===== config.mk =====
export PLATFORM = sky130hd
export DESIGN_NAME = dbit_top
export DESIGN_NICKNAME = d
export VERILOG_FILES = /design/src/logic/dbit_pkg.sv /design/src/logic/dbit_counter.sv /design/src/logic/dbit_top.sv
export VERILOG_INCLUDE_DIRS = /design/src /design/src/logic
export SDC_FILE = /design/constraint.sdc
export NUM_CORES = 1
export LEC_CHECK = 0
export BUFFER_PORTS_ARGS = -buffer_cell sky130_fd_sc_hd__buf_4
export CAP_MARGIN = 20
export CORE_ASPECT_RATIO = 0.6
export CORE_MARGIN = 2
export CORE_UTILIZATION = 45
export DETAILED_ROUTE_END_ITERATION = 10
export PLACE_DENSITY = 0.73
export SLEW_MARGIN = 10
export SYNTH_ARGS = -nofsm -noshare
export SYNTH_HDL_FRONTEND = slang
export SYNTH_SLANG_ARGS = --single-unit

===== constraint.sdc =====
create_clock -name aclk -period 2.24 [get_ports aclk]
set_input_delay 0.112 -clock aclk [delete_from_list [all_inputs] [get_ports aclk]]
set_output_delay 0.112 -clock aclk [all_outputs]
set_load 0.03 [all_outputs]

===== src/logic/dbit_params.svh =====
// register map, field positions, reset values and timing constants
`ifndef DBIT_PARAMS_SVH
`define DBIT_PARAMS_SVH

`define DBIT_OFS_PORT_IRQ_EN   8'h00
`define DBIT_OFS_BOARD_IRQ_CTL 8'h04
`define DBIT_OFS_IRQ_CLEAR     8'h08
`define DBIT_OFS_PPI_CTL       8'h0C
`define DBIT_OFS_TIMER0_COUNT  8'h10
`define DBIT_OFS_TIMER1_COUNT  8'h14
`define DBIT_OFS_TIMER_CTL     8'h18
`define DBIT_OFS_STATUS        8'h1C

`define DBIT_PIE_PORTA_BIT     0
`define DBIT_BIC_SRC_SEL_BIT   0
`define DBIT_BIC_CTR_EN_BIT    1
`define DBIT_BIC_MASTER_BIT    2

`define DBIT_PPI_MODESET_BIT   7
`define DBIT_PPI_MODE_HI       6
`define DBIT_PPI_MODE_LO       5
`define DBIT_PPI_DIR_IN_BIT    4
`define DBIT_PPI_BSR_SEL_HI    3
`define DBIT_PPI_BSR_SEL_LO    1
`define DBIT_PPI_BSR_SET_BIT   0
`define DBIT_PPI_PC4_SEL       3'h4
`define DBIT_PPI_PC6_SEL       3'h6

`define DBIT_TCW_SEL_HI        7
`define DBIT_TCW_SEL_LO        6
`define DBIT_TCW_RW_HI         5
`define DBIT_TCW_RW_LO         4
`define DBIT_TCW_MODE_HI       3
`define DBIT_TCW_MODE_LO       1
`define DBIT_TCW_SEL_TIMER0_COUNT_PORT      2'h0
`define DBIT_TCW_SEL_COUNTER_SOURCE_SELECT      2'h1
`define DBIT_TCW_RW_LSB        2'h1
`define DBIT_TCW_RW_MSB        2'h2
`define DBIT_TCW_RW_LSB_MSB    2'h3
`define DBIT_TCW_MODE_RATE     3'h2

`define DBIT_RST_BYTE          8'h00
`define DBIT_RESP_OKAY         2'h0
`define DBIT_RESP_SLVERR       2'h2

`define DBIT_CLK_PERIOD_NS     25
`define DBIT_SRC_PERIOD_NS     500
`define DBIT_SRC_DIV           ((`DBIT_SRC_PERIOD_NS + `DBIT_CLK_PERIOD_NS - 1) / `DBIT_CLK_PERIOD_NS)

`endif


===== src/logic/dbit_pkg.sv =====
// types shared by the board interrupt and timer block
package dbit_pkg;

  typedef enum logic [1:0] {PA_MODE0, PA_MODE1_IN, PA_MODE1_OUT, PA_MODE2} dbit_pa_mode_e;

  typedef enum {
    REG_PORT_IRQ_EN, REG_BOARD_IRQ_CTL, REG_IRQ_CLEAR, REG_PPI_CTL,
    REG_TIMER0_COUNT, REG_TIMER1_COUNT, REG_TIMER_CTL, REG_STATUS, REG_NONE
  } dbit_reg_e;

  typedef struct packed {
    dbit_pa_mode_e mode;
    logic          pc4;
    logic          pc6;
  } dbit_ppi_s;

  typedef struct packed {
    logic [1:0] sel;
    logic [1:0] rw;
    logic [2:0] mode;
  } dbit_tcw_s;

endpackage


===== src/logic/dbit_counter.sv =====
// one rate-generator counter with byte-wise load
`timescale 1ns/1ps
`include "dbit_params.svh"

module dbit_counter #(
  parameter int CNT_W = 16
) (
  input  wire logic              aclk,
  input  wire logic              aresetn,
  input  wire logic              tick,
  input  wire logic              ctl_wr,
  input  wire dbit_pkg::dbit_tcw_s ctl,
  input  wire logic              data_wr,
  input  wire logic [7:0]        data,
  output logic                   out_pulse_q,
  output logic                   running_q,
  output logic [CNT_W-1:0]       count_q
);

  logic [1:0]       rw_q;
  logic [2:0]       mode_q;
  logic [CNT_W-1:0] load_q;
  logic             hi_next_q;
  logic             start;
  logic [CNT_W-1:0] start_val;

  ////////////////////////////////////////////////////////////////
  always_comb begin
    start     = 1'b0;
    start_val = load_q;
    if (data_wr) begin
      unique case (rw_q)
        `DBIT_TCW_RW_LSB: begin
          start     = 1'b1;
          start_val = CNT_W'({8'h00, data});
        end
        `DBIT_TCW_RW_MSB: begin
          start     = 1'b1;
          start_val = CNT_W'({data, 8'h00});
        end
        `DBIT_TCW_RW_LSB_MSB: begin
          start     = hi_next_q;
          start_val = CNT_W'({data, load_q[7:0]});
        end
        default: start = 1'b0;
      endcase
    end
  end

  always_ff @(posedge aclk) begin
    if (!aresetn) begin
      rw_q      <= 2'h0;
      mode_q    <= 3'h0;
      hi_next_q <= 1'b0;
      load_q    <= '0;
    end else if (ctl_wr) begin
      rw_q      <= ctl.rw;
      mode_q    <= ctl.mode;
      hi_next_q <= 1'b0;
    end else if (data_wr) begin
      if (rw_q == `DBIT_TCW_RW_LSB_MSB && !hi_next_q) begin
        load_q[7:0] <= data;
      end else if (start) begin
        load_q <= start_val;
      end
      if (rw_q == `DBIT_TCW_RW_LSB_MSB) begin
        hi_next_q <= !hi_next_q;
      end
    end
  end

  always_ff @(posedge aclk) begin
    if (!aresetn) begin
      running_q <= 1'b0;
    end else if (ctl_wr) begin
      running_q <= 1'b0;
    end else if (start) begin
      running_q <= (mode_q == `DBIT_TCW_MODE_RATE);
    end
  end

  always_ff @(posedge aclk) begin
    if (!aresetn) begin
      count_q     <= '0;
      out_pulse_q <= 1'b0;
    end else begin
      out_pulse_q <= 1'b0;
      if (start) begin
        count_q <= start_val;
      end else if (tick && running_q) begin
        // load of zero wraps, giving the full 65536 span
        if (count_q == CNT_W'(1)) begin
          count_q     <= load_q;
          out_pulse_q <= 1'b1;
        end else begin
          count_q <= count_q - CNT_W'(1);
        end
      end
    end
  end
endmodule // dbit_counter


===== src/logic/dbit_top.sv =====
// board interrupt gating, ppi port a request and cascaded interval timer
`timescale 1ns/1ps
`include "dbit_params.svh"

module dbit_top #(
  parameter int ADDR_W = 8,
  parameter int CNT_W  = 16,
  parameter int SRC_DIV = `DBIT_SRC_DIV
) (
  input  wire logic              aclk,
  input  wire logic              aresetn,
  input  wire logic [ADDR_W-1:0] s_axi_awaddr,
  input  wire logic [2:0]        s_axi_awprot,
  input  wire logic              s_axi_awvalid,
  output logic                   s_axi_awready,
  input  wire logic [31:0]       s_axi_wdata,
  input  wire logic [3:0]        s_axi_wstrb,
  input  wire logic              s_axi_wvalid,
  output logic                   s_axi_wready,
  output logic [1:0]             s_axi_bresp,
  output logic                   s_axi_bvalid,
  input  wire logic              s_axi_bready,
  input  wire logic [ADDR_W-1:0] s_axi_araddr,
  input  wire logic [2:0]        s_axi_arprot,
  input  wire logic              s_axi_arvalid,
  output logic                   s_axi_arready,
  output logic [31:0]            s_axi_rdata,
  output logic [1:0]             s_axi_rresp,
  output logic                   s_axi_rvalid,
  input  wire logic              s_axi_rready,
  input  wire logic              porta_input_full,
  input  wire logic              porta_output_empty,
  input  wire logic              porta_ext_line,
  output logic                   host_irq_q
);

  ////////////////////////////////////////////////////////////////
  function automatic dbit_pkg::dbit_reg_e decode(input logic [ADDR_W-1:0] a);
    unique case (a)
      ADDR_W'(`DBIT_OFS_PORT_IRQ_EN):   decode = dbit_pkg::REG_PORT_IRQ_EN;
      ADDR_W'(`DBIT_OFS_BOARD_IRQ_CTL): decode = dbit_pkg::REG_BOARD_IRQ_CTL;
      ADDR_W'(`DBIT_OFS_IRQ_CLEAR):     decode = dbit_pkg::REG_IRQ_CLEAR;
      ADDR_W'(`DBIT_OFS_PPI_CTL):       decode = dbit_pkg::REG_PPI_CTL;
      ADDR_W'(`DBIT_OFS_TIMER0_COUNT):  decode = dbit_pkg::REG_TIMER0_COUNT;
      ADDR_W'(`DBIT_OFS_TIMER1_COUNT):  decode = dbit_pkg::REG_TIMER1_COUNT;
      ADDR_W'(`DBIT_OFS_TIMER_CTL):     decode = dbit_pkg::REG_TIMER_CTL;
      ADDR_W'(`DBIT_OFS_STATUS):        decode = dbit_pkg::REG_STATUS;
      default:                          decode = dbit_pkg::REG_NONE;
    endcase
  endfunction

  logic [ADDR_W-1:0]   awaddr_q;
  logic [7:0]          wbyte_q;
  logic                wlane_q;
  logic                aw_full_q;
  logic                w_full_q;
  logic                aw_full_d;
  logic                w_full_d;
  logic                aw_take;
  logic                w_take;
  logic                b_done;
  logic                wr_go;
  dbit_pkg::dbit_reg_e wr_reg;
  logic                ar_take;
  logic                r_done;

  logic                porta_irq_en_q;
  logic                ctr_src_sel_q;
  logic                ctr_irq_en_q;
  logic                master_en_q;
  dbit_pkg::dbit_ppi_s ppi_q;
  dbit_pkg::dbit_tcw_s tcw;
  logic                wr_pie;
  logic                wr_bic;
  logic                wr_clr;
  logic                wr_ppi;
  logic                wr_tcw;

  ////////////////////////////////////////////////////////////////
  // write channel: address and data taken in either order
  assign aw_take   = s_axi_awvalid && s_axi_awready;
  assign w_take    = s_axi_wvalid && s_axi_wready;
  assign b_done    = s_axi_bvalid && s_axi_bready;
  assign wr_go     = aw_full_q && w_full_q && !s_axi_bvalid;
  assign aw_full_d = (aw_full_q && !b_done) || aw_take;
  assign w_full_d  = (w_full_q && !b_done) || w_take;
  assign wr_reg    = decode(awaddr_q);

  always_ff @(posedge aclk) begin
    if (!aresetn) begin
      aw_full_q     <= 1'b0;
      w_full_q      <= 1'b0;
      s_axi_awready <= 1'b0;
      s_axi_wready  <= 1'b0;
    end else begin
      aw_full_q     <= aw_full_d;
      w_full_q      <= w_full_d;
      s_axi_awready <= !aw_full_d;
      s_axi_wready  <= !w_full_d;
    end
  end

  always_ff @(posedge aclk) begin
    if (!aresetn) begin
      awaddr_q <= '0;
      wbyte_q  <= `DBIT_RST_BYTE;
      wlane_q  <= 1'b0;
    end else begin
      if (aw_take) begin
        awaddr_q <= s_axi_awaddr;
      end
      if (w_take) begin
        wbyte_q <= s_axi_wdata[7:0];
        wlane_q <= s_axi_wstrb[0];
      end
    end
  end

  always_ff @(posedge aclk) begin
    if (!aresetn) begin
      s_axi_bvalid <= 1'b0;
      s_axi_bresp  <= `DBIT_RESP_OKAY;
    end else if (wr_go) begin
      s_axi_bvalid <= 1'b1;
      s_axi_bresp  <= (wr_reg == dbit_pkg::REG_NONE) ? `DBIT_RESP_SLVERR : `DBIT_RESP_OKAY;
    end else if (b_done) begin
      s_axi_bvalid <= 1'b0;
    end
  end

  // registers hold one byte, so only lane 0 commits; the irq clear strobe fires whatever the lanes
  assign wr_pie = wr_go && wlane_q && wr_reg == dbit_pkg::REG_PORT_IRQ_EN;
  assign wr_bic = wr_go && wlane_q && wr_reg == dbit_pkg::REG_BOARD_IRQ_CTL;
  assign wr_clr = wr_go && wr_reg == dbit_pkg::REG_IRQ_CLEAR;
  assign wr_ppi = wr_go && wlane_q && wr_reg == dbit_pkg::REG_PPI_CTL;
  assign wr_tcw = wr_go && wlane_q && wr_reg == dbit_pkg::REG_TIMER_CTL;
  assign tcw    = '{sel:  wbyte_q[`DBIT_TCW_SEL_HI:`DBIT_TCW_SEL_LO],
                    rw:   wbyte_q[`DBIT_TCW_RW_HI:`DBIT_TCW_RW_LO],
                    mode: wbyte_q[`DBIT_TCW_MODE_HI:`DBIT_TCW_MODE_LO]};

  ////////////////////////////////////////////////////////////////
  // interrupt control registers
  always_ff @(posedge aclk) begin
    if (!aresetn) begin
      porta_irq_en_q <= 1'b0;
    end else if (wr_pie) begin
      porta_irq_en_q <= wbyte_q[`DBIT_PIE_PORTA_BIT];
    end
  end

  always_ff @(posedge aclk) begin
    if (!aresetn) begin
      ctr_src_sel_q <= 1'b0;
      ctr_irq_en_q  <= 1'b0;
      master_en_q   <= 1'b0;
    end else if (wr_bic) begin
      ctr_src_sel_q <= wbyte_q[`DBIT_BIC_SRC_SEL_BIT];
      ctr_irq_en_q  <= wbyte_q[`DBIT_BIC_CTR_EN_BIT];
      master_en_q   <= wbyte_q[`DBIT_BIC_MASTER_BIT];
    end
  end

  ////////////////////////////////////////////////////////////////
  // peripheral interface control word
  always_ff @(posedge aclk) begin
    if (!aresetn) begin
      ppi_q <= '{mode: dbit_pkg::PA_MODE0, pc4: 1'b0, pc6: 1'b0};
    end else if (wr_ppi) begin
      if (wbyte_q[`DBIT_PPI_MODESET_BIT]) begin
        // mode set, port c enables reset
        ppi_q.pc4 <= 1'b0;
        ppi_q.pc6 <= 1'b0;
        if (wbyte_q[`DBIT_PPI_MODE_HI]) begin
          ppi_q.mode <= dbit_pkg::PA_MODE2;
        end else if (wbyte_q[`DBIT_PPI_MODE_LO]) begin
          ppi_q.mode <= wbyte_q[`DBIT_PPI_DIR_IN_BIT] ? dbit_pkg::PA_MODE1_IN : dbit_pkg::PA_MODE1_OUT;
        end else begin
          ppi_q.mode <= dbit_pkg::PA_MODE0;
        end
      end else begin
        if (wbyte_q[`DBIT_PPI_BSR_SEL_HI:`DBIT_PPI_BSR_SEL_LO] == `DBIT_PPI_PC4_SEL) begin
          ppi_q.pc4 <= wbyte_q[`DBIT_PPI_BSR_SET_BIT];
        end
        if (wbyte_q[`DBIT_PPI_BSR_SEL_HI:`DBIT_PPI_BSR_SEL_LO] == `DBIT_PPI_PC6_SEL) begin
          ppi_q.pc6 <= wbyte_q[`DBIT_PPI_BSR_SET_BIT];
        end
      end
    end
  end

  ////////////////////////////////////////////////////////////////
  // pin synchronisers: level moves once stages two and three agree
  localparam int NPIN = 3;
  logic [NPIN-1:0] pin_raw;
  logic [NPIN-1:0] pin_lvl_q;
  assign pin_raw = {porta_ext_line, porta_output_empty, porta_input_full};

  for (genvar i = 0; i < NPIN; i++) begin : g_sync
    logic [2:0] s_q;
    always_ff @(posedge aclk) begin
      if (!aresetn) begin
        s_q          <= 3'h0;
        pin_lvl_q[i] <= 1'b0;
      end else begin
        s_q <= {s_q[1:0], pin_raw[i]};
        if (s_q[1] == s_q[2]) begin
          pin_lvl_q[i] <= s_q[2];
        end
      end
    end
  end

  logic ext_prev_q;
  logic ext_rise;
  logic ext_pend_q;
  logic porta_req;
  assign ext_rise = pin_lvl_q[2] && !ext_prev_q;

  always_ff @(posedge aclk) begin
    if (!aresetn) begin
      ext_prev_q <= 1'b0;
      ext_pend_q <= 1'b0;
    end else begin
      ext_prev_q <= pin_lvl_q[2];
      if (ext_rise) begin
        ext_pend_q <= 1'b1;
      end else if (wr_clr) begin
        ext_pend_q <= 1'b0;
      end
    end
  end

  always_comb begin
    porta_req = 1'b0;
    unique case (ppi_q.mode)
      dbit_pkg::PA_MODE0:     porta_req = ext_pend_q;
      dbit_pkg::PA_MODE1_IN:  porta_req = pin_lvl_q[0] && ppi_q.pc4;
      dbit_pkg::PA_MODE1_OUT: porta_req = pin_lvl_q[1] && ppi_q.pc6;
      dbit_pkg::PA_MODE2:     porta_req = (pin_lvl_q[0] && ppi_q.pc4) || (pin_lvl_q[1] && ppi_q.pc6);
    endcase
  end

  ////////////////////////////////////////////////////////////////
  // timer: 2 MHz source, counter 0 prescales counter 1
  localparam int DIV_W = $clog2(SRC_DIV + 1);
  logic [DIV_W-1:0] div_q;
  logic             src_tick_q;

  always_ff @(posedge aclk) begin
    if (!aresetn) begin
      div_q      <= '0;
      src_tick_q <= 1'b0;
    end else if (div_q == DIV_W'(SRC_DIV - 1)) begin
      div_q      <= '0;
      src_tick_q <= 1'b1;
    end else begin
      div_q      <= div_q + DIV_W'(1);
      src_tick_q <= 1'b0;
    end
  end

  logic [1:0]       ctr_tick;
  logic [1:0]       ctr_ctl_wr;
  logic [1:0]       ctr_data_wr;
  logic [1:0]       ctr_pulse;
  logic [1:0]       ctr_run;
  logic [CNT_W-1:0] ctr_count [2];

  assign ctr_tick = {ctr_pulse[0], src_tick_q};
  assign ctr_ctl_wr  = {wr_tcw && tcw.sel == `DBIT_TCW_SEL_COUNTER_SOURCE_SELECT, wr_tcw && tcw.sel == `DBIT_TCW_SEL_TIMER0_COUNT_PORT};
  assign ctr_data_wr = {wr_go && wlane_q && wr_reg == dbit_pkg::REG_TIMER1_COUNT,
                        wr_go && wlane_q && wr_reg == dbit_pkg::REG_TIMER0_COUNT};

  // counter 1 counts counter 0 pulses
  for (genvar c = 0; c < 2; c++) begin : g_ctr
    dbit_counter #(.CNT_W(CNT_W)) u_ctr (
      .aclk        (aclk),
      .aresetn     (aresetn),
      .tick        (ctr_tick[c]),
      .ctl_wr      (ctr_ctl_wr[c]),
      .ctl         (tcw),
      .data_wr     (ctr_data_wr[c]),
      .data        (wbyte_q),
      .out_pulse_q (ctr_pulse[c]),
      .running_q   (ctr_run[c]),
      .count_q     (ctr_count[c])
    );
  end

  logic ctr_pend_q;
  logic ctr_sel_pulse;
  assign ctr_sel_pulse = ctr_src_sel_q ? ctr_pulse[1] : ctr_pulse[0];

  // counter pulse is too short to gate directly, so it is held until cleared
  always_ff @(posedge aclk) begin
    if (!aresetn) begin
      ctr_pend_q <= 1'b0;
    end else if (ctr_irq_en_q && ctr_sel_pulse) begin
      ctr_pend_q <= 1'b1;
    end else if (wr_clr || !ctr_irq_en_q) begin
      ctr_pend_q <= 1'b0;
    end
  end

  always_ff @(posedge aclk) begin
    if (!aresetn) begin
      host_irq_q <= 1'b0;
    end else begin
      host_irq_q <= master_en_q && ((porta_irq_en_q && porta_req) || (ctr_irq_en_q && ctr_pend_q));
    end
  end

  ////////////////////////////////////////////////////////////////
  // read channel, one outstanding read
  dbit_pkg::dbit_reg_e rd_reg;
  logic [7:0]          rd_byte;
  assign ar_take = s_axi_arvalid && s_axi_arready;
  assign r_done  = s_axi_rvalid && s_axi_rready;
  assign rd_reg  = decode(s_axi_araddr);

  always_comb begin
    rd_byte = 8'h00;
    unique case (rd_reg)
      dbit_pkg::REG_PORT_IRQ_EN:   rd_byte = {7'h00, porta_irq_en_q};
      dbit_pkg::REG_BOARD_IRQ_CTL: rd_byte = {5'h00, master_en_q, ctr_irq_en_q, ctr_src_sel_q};
      dbit_pkg::REG_PPI_CTL:       rd_byte = {4'h0, ppi_q.pc6, ppi_q.pc4, 2'(ppi_q.mode)};
      dbit_pkg::REG_TIMER0_COUNT:  rd_byte = ctr_count[0][7:0];
      dbit_pkg::REG_TIMER1_COUNT:  rd_byte = ctr_count[1][7:0];
      dbit_pkg::REG_STATUS:        rd_byte = {2'h0, host_irq_q, ctr_run[1], ctr_run[0], ctr_pend_q, ext_pend_q,
                                              porta_req};
      dbit_pkg::REG_IRQ_CLEAR,
      dbit_pkg::REG_TIMER_CTL,
      dbit_pkg::REG_NONE:          rd_byte = 8'h00;
    endcase
  end

  always_ff @(posedge aclk) begin
    if (!aresetn) begin
      s_axi_arready <= 1'b0;
      s_axi_rvalid  <= 1'b0;
      s_axi_rdata   <= 32'h0000_0000;
      s_axi_rresp   <= `DBIT_RESP_OKAY;
    end else begin
      s_axi_arready <= !(ar_take || (s_axi_rvalid && !s_axi_rready));
      if (ar_take) begin
        s_axi_rvalid <= 1'b1;
        s_axi_rdata  <= {24'h000000, rd_byte};
        s_axi_rresp  <= (rd_reg == dbit_pkg::REG_NONE) ? `DBIT_RESP_SLVERR : `DBIT_RESP_OKAY;
      end else if (r_done) begin
        s_axi_rvalid <= 1'b0;
      end
    end
  end
endmodule // dbit_top


==> results.sh, run 1 <==
export IMPL_avgRoutedWirePerCell_um=18.2
export IMPL_fin_worst_skew_ns=0.0135
export IMPL_hpwl_mm=15.4
export IMPL_gp_congestion=0.988
export IMPL_slew_headroom_pct=50.2
export IMPL_final_seq_area_mm2=0.00296
export IMPL_cpMostUsedCell="buf_4"
export IMPL_grt_max_degree=47
export IMPL_power_density_mw_per_mm2=668
export IMPL_synthCells=904
export IMPL_drc=0
export IMPL_syn_area_mm2=0.00748
export IMPL_fillers=1461
export IMPL_path_cells="nand3b_1 > buf_4 > nor4_4 > buf_4 > a21oi_1 > buf_4 > a21oi_1 > a22oi_1"
export IMPL_cts_tree="built"
export IMPL_cp_arrival_ns=2.42
export IMPL_slew_viol_final=0
export IMPL_p_leak_uw=0.00354
export IMPL_critPathKind="flop to flop"
export IMPL_die_area_mm2=0.0177
export IMPL_clkTransAtPathRegs_ns=0.06
export IMPL_grt_pass1_wl_mm=35.6
export IMPL_gr_total_overflow=0
export IMPL_fin_nets=1084
export IMPL_final_min_clock_period_ns=2.13
export IMPL_drt_initial_drc_count=717
export IMPL_grt_pass1_vias=6597
export IMPL_ys_flop_type="dfxtp_1"
export IMPL_drive_above_1_share_pct=17.8
export IMPL_cpLargestDelayFamily="buffers and inverters"
export IMPL_max_stage_delay_ns=0.32
export IMPL_initial_core_util_pct=46.0
export IMPL_fp_dieH_um=104
export IMPL_vias=7275
export IMPL_syn2layout_area_growth_pct=22.5
export IMPL_setup_violations=0
export IMPL_synth_cell_types=75
export IMPL_dr_pass1_iters=5
export IMPL_die_width_um=170
export IMPL_routed_via_density=5.86
export IMPL_drt_antenna_violating_nets=0
export IMPL_multi_input_area_mm2=0.00410
export IMPL_critical_path_slowest_cell="dfxtp_1"
export IMPL_hold_violations=0
export IMPL_clock_sinks=148
export IMPL_worstPathRequired_ns=2.53
export IMPL_ctsHtreeMaxLevel=4
export IMPL_ys_warn_count=0
export IMPL_clockBufferDepth=2
export IMPL_rows=36
export IMPL_maxCapViolCount=0
export IMPL_wl_mm=22.7
export IMPL_setup_tns_final_ns=0
export IMPL_diodes=0
export IMPL_worst_slew_pin_slew_ns=0.744
export IMPL_synth_avg_cell_area_um2=8.27
export IMPL_cts_buffers_inserted=17
export IMPL_end_kind="flop"
export IMPL_synth_seq_cells=148
export IMPL_status="finished, final reports clean"
export IMPL_async_reset_ff_share_pct=0
export IMPL_synth_edff_count=0
export IMPL_insertion_delay_ns=0.42
export IMPL_final_period_utilization_pct=95.1
export IMPL_crit_path_start_kind="flop"
export IMPL_grt_util_all_layers_pct=25.4
export IMPL_port_buffers=50
export IMPL_hp_class="primary input to flop"
export IMPL_max_freq_mhz=469
export IMPL_ir_worst_vdd_v=0.000562
export IMPL_critPathMaxFanout=7
export IMPL_antenna_found_initial=0
export IMPL_rsz0062_at_grt="no"
export IMPL_worst_path_buf_inv=3
export IMPL_core_area_mm2=0.0163
export IMPL_io_pins=110
export IMPL_ys_seq_area_share_pct=39.6
export IMPL_root_buffer="clkbuf_16"
export IMPL_worst_hold_slack_ns=0.00441
-- timing repair --
action                                 in CTS  in global routing
gates resized for setup                     0                  7
endpoints found under the hold margin      21                  0
hold buffers                               21                  0
setup endpoints to repair                   0                 23
buffers inserted                            0                  0
-- routing by layer --
| layer | GRT usage [%] | part of all wire [%] | up-vias |
|---|---|---|---|
| met3 | 6.88 | 11 | 33 |
| met1 | 38.8 | 48 | 3398 |
| met5 | 0 | 0 | - |
| li1 | - | - | 3475 |
| met2 | 34.9 | 40 | 369 |
| met4 | 6.04 | 1.1 | 0 |
-- cell usage after synthesis, types with 22 or more instances --
cell type / n / area share [%]
dfxtp_1: 148 / 40
nand2_1: 110 / 5.5
a21oi_1: 80 / 5.4
nor2_1: 54 / 2.7
clkbuf_1: 52 / 2.6
nand3_1: 39 / 2.6
o21ai_0: 29 / 1.9
buf_4: 26 / 2.6
inv_1: 25 / 1.3
nand4_1: 25 / 2.1
nor3_1: 23 / 1.5
and2_1: 22 / 1.8
-- worst reg2reg max path, stage by stage (launching register included) --
cell	delay, ns
dfxtp_1	0.32
nand3b_1	0.32
buf_4	0.26
nor4_4	0.32
buf_4	0.19
a21oi_1	0.09
buf_4	0.21
a21oi_1	0.18
a22oi_1	0.11
-- path summary, 6_finish.rpt --
path	cells after the start	start	to	slack, ns
min reg2reg	1	g_sync[2].s_q[0]	g_sync[2].s_q[1]	0.43
max	8	s_axi_bvalid	g_ctr[0].u_ctr.count_q[2]	0.11
min	3	s_axi_wstrb[0]	wlane_q	0.004
max reg2reg	8	s_axi_bvalid	g_ctr[0].u_ctr.count_q[2]	0.11
-- cell type report --
| type | instances | area share, % |
|---|---|---|
| Clock inverter | 12 | 1.97 |
| Inverter | 26 | 1.07 |
| Timing Repair Buffer | 140 | 12.0 |
| Clock buffer | 18 | 4.68 |
| Sequential cell | 148 | 32.3 |
| Tap cell | 228 | 3.11 |
| Multi-Input combinational cell | 670 | 44.8 |
-- power by group --
part	switching, uW	leakage, uW	internal [uW]
clock network	1140	0.000293	1860
registers	43.6	0.00120	2670
logic	252	0.00205	148
total	1440	0.00354	4680
-- cells in the final DEF (no fill, tap or decap), drive strengths merged, types with 16 or more instances in the layout --
master	n
a21oi	80
and2	22
buf	119
clkbuf	18
conb	26
dfxtp	148
dlygate4sd3	21
inv	28
mux2i	16
nand2	110
nand3	39
nand4	25
nor2	54
nor3	24
nor4	18
o21ai	30
-- logic make-up after synthesis --
kind of cell | count (synthesis) | share of synthesized area, %
DFF | 148 | 39.6
adders and majority gates | 13 | 2.18
xor gates and xnor gates | 8 | 0.937
muxes | 22 | 3.05
buffers and inverters | 111 | 7.13
AOI/OAI and AO/OA | 236 | 21.0
other | 1 | 0.0502
and+or+nand+nor | 365 | 26.1
-- flip-flops by register name, summed over array words and instances, names as in the netlist, 3 cells and up, named ones only --
register,cells
awaddr_q,8
div_q,5
g_ctr.u_ctr.count_q,32
g_ctr.u_ctr.load_q,32
g_ctr.u_ctr.mode_q,6
g_ctr.u_ctr.rw_q,4
g_sync.s_q,9
pin_lvl_q,3
ppi_q,4
s_axi_rdata,8
wbyte_q,8
-- per-stage QoR --
stage / std cells / total power [uW] / instance area (um2) / setup WS [ns] / util, %
global route: 1242 / 6290 / 9160 / 0.00781 / 56.3
finish: 1242 / 6120 / 9160 / 0.110 / 56.3
CTS: 1242 / 6130 / 9130 / 0.0904 / 56.2
global placement: 1191 / 3130 / 8310 / 0.144 / 51.1
floorplan: 929 / 3020 / 7570 / 0.0601 / -
detailed placement: 1191 / 3130 / 8310 / 0.132 / 51.1
(Power assumes the default switching activity.)
==> run 2: changes to the inputs <==
--- a/config.mk
+++ b/config.mk
@@ -11,6 +11,7 @@
 export CORE_ASPECT_RATIO = 0.6
 export CORE_MARGIN = 2
 export CORE_UTILIZATION = 45
+export CTS_BUF_LIST = sky130_fd_sc_hd__clkbuf_8
 export DETAILED_ROUTE_END_ITERATION = 10
 export PLACE_DENSITY = 0.73
 export SLEW_MARGIN = 10
==> results.sh, run 2 (synthesis results as in run 1) <==
export IMPL_cts_tree="built"
export IMPL_gr_total_overflow=0
export IMPL_port_buffers=50
export IMPL_end_kind="flop"
export IMPL_wl_mm=22.4
export IMPL_worst_hold_slack_ns=0.0775
export IMPL_grt_pass1_vias=6547
export IMPL_vias=7250
export IMPL_drc=0
export IMPL_clkTransAtPathRegs_ns=0.09
export IMPL_antenna_found_initial=0
export IMPL_rsz0062_at_grt="no"
export IMPL_routed_via_density=5.82
export IMPL_top_regs="g_ctr.u_ctr.count_q: 32 flops, g_ctr.u_ctr.load_q: 32 flops, g_sync.s_q: 9 flops"
export IMPL_drt_met1_wl_mm=10.9
export IMPL_max_stage_delay_ns=0.56
export IMPL_wl_met3_mm=2.40
export IMPL_setup_tns_final_ns=0
export IMPL_p_sw_uw=1330
export IMPL_fillers=1480
export IMPL_worstPathRequired_ns=2.55
export IMPL_gp_congestion=0.988
export IMPL_hp_class="primary input to flop"
export IMPL_root_buffer="clkbuf_8"
export IMPL_clock_sinks=148
export IMPL_core_area_mm2=0.0163
export IMPL_multi_input_area_mm2=0.00410
export IMPL_slew_viol_final=0
export IMPL_io_pins=110
export IMPL_internal_power_uw=4030
export IMPL_top_layer="met4"
export IMPL_cp_arrival_ns=2.44
export IMPL_power_frac_seq_pct=50.7
export IMPL_pwr_share_clk_pct=41.8
export IMPL_power_density_mw_per_mm2=594
export IMPL_avgRoutedWirePerCell_um=17.9
export IMPL_die_width_um=170
export IMPL_drt_antenna_violating_nets=0
export IMPL_status="finished, final reports clean"
export IMPL_dr_pass1_iters=5
export IMPL_clockBufferDepth=2
export IMPL_final_seq_area_mm2=0.00296
export IMPL_insertion_delay_ns=0.43
export IMPL_fp_dieH_um=104
export IMPL_critPathKind="flop to flop"
export IMPL_layout_common_cells="dfxtp_1 (148), buf_4 (119), nand2_1 (109)"
export IMPL_maxCapViolCount=0
export IMPL_max_freq_mhz=470
export IMPL_worst_slew_pin_slew_ns=0.752
export IMPL_grt_util_all_layers_pct=24.9
export IMPL_cts_setup_buffers=0
export IMPL_combinationalPowerShare_pct=7.5
export IMPL_critical_path_slowest_cell="or4b_1"
export IMPL_drt_initial_drc_count=761
export IMPL_slew_headroom_pct=49.6
export IMPL_cts_buffers_inserted=17
export IMPL_path_cells="ha_1 > or4b_1 > or3_1 > a41o_1 > a21oi_1 > nor3_1"
export IMPL_fin_nets=1088
export IMPL_grt_pass1_wl_mm=35.0
export IMPL_hold_violations=0
export IMPL_ctsHtreeMaxLevel=4
export IMPL_diodes=0
export IMPL_critPathMaxFanout=6
export IMPL_syn2layout_area_growth_pct=20.5
export IMPL_p_leak_uw=0.00347
export IMPL_layout_commonest_cell="dfxtp_1"
export IMPL_rows=36
export IMPL_initial_core_util_pct=46.0
export IMPL_grt_max_degree=47
export IMPL_hpwl_mm=15.4
export IMPL_crit_path_start_kind="flop"
export IMPL_drive_above_1_share_pct=17.8
export IMPL_ir_worst_vdd_v=0.000383
export IMPL_final_min_clock_period_ns=2.13
export IMPL_dr_wl_met2_mm=8.83
export IMPL_final_period_utilization_pct=95.1
export IMPL_die_area_mm2=0.0177
export IMPL_p_sw_share_pct=24.8
export IMPL_setup_violations=0
export IMPL_fin_worst_skew_ns=0.0151
[run 2: path summary, 6_finish.rpt]
| path | startpoint | end | slack, ns | cells after the start |
|---|---|---|---|---|
| worst max-delay path | g_ctr[1].u_ctr.count_q[0] | g_ctr[1].u_ctr.count_q[13] | 0.11 | 6 |
| worst max register to register | g_ctr[1].u_ctr.count_q[0] | g_ctr[1].u_ctr.count_q[13] | 0.11 | 6 |
| worst min-delay path | s_axi_arvalid | s_axi_rvalid | 0.08 | 3 |
| worst min register to register | g_sync[1].s_q[0] | g_sync[1].s_q[1] | 0.44 | 1 |
[run 2: final cells by class]
type	instances	area share (%)
repair buffers	144	12.7
inverters	26	1.08
clock inverters	13	2.04
clock buffers	17	2.60
flip-flops and latches	148	32.9
well taps	228	3.17
multi-input cells	670	45.5
[run 2: stage by stage]
stage                     util (%)  cell area (um2)  power, uW  worst slack, ns  cells
after floorplan                  -             7570       3020           0.0601    929
after global placement        51.1             8310       3130            0.144   1191
after detailed placement      51.1             8310       3130            0.132   1191
after CTS                     55.2             8980       5380           0.0879   1246
after global routing          55.4             9010       5540          0.00548   1246
final                         55.4             9010       5350            0.110   1246
[run 2: routing by layer]
layer,vias up,track usage (%)
li1,3473,-
met1,3376,38.3
met2,375,33.6
met3,26,6.84
met4,0,6.65
met5,-,0
[run 2: timing repair]
action,CTS,global route
resized for setup,0,8
hold endpoints to repair,22,0
endpoints found under the setup margin,0,23
hold buffers,25,0
[run 2: critical path, delay by kind of cell (launching register included)]
kind,cells,cell delay (ns)
adders and majority gates,1,0.21
and+or+nand+nor,3,0.99
AOI/OAI and AO/OA,2,0.36
DFF,1,0.44
[run 2: power by group through the flow]
stage	combinational, uW	clock, uW	sequential (uW)
floorplan	253	0	2770
global placement	357	0	2770
detailed placement	360	0	2770
CTS	395	2270	2710
global route	432	2380	2720
finish	403	2240	2710
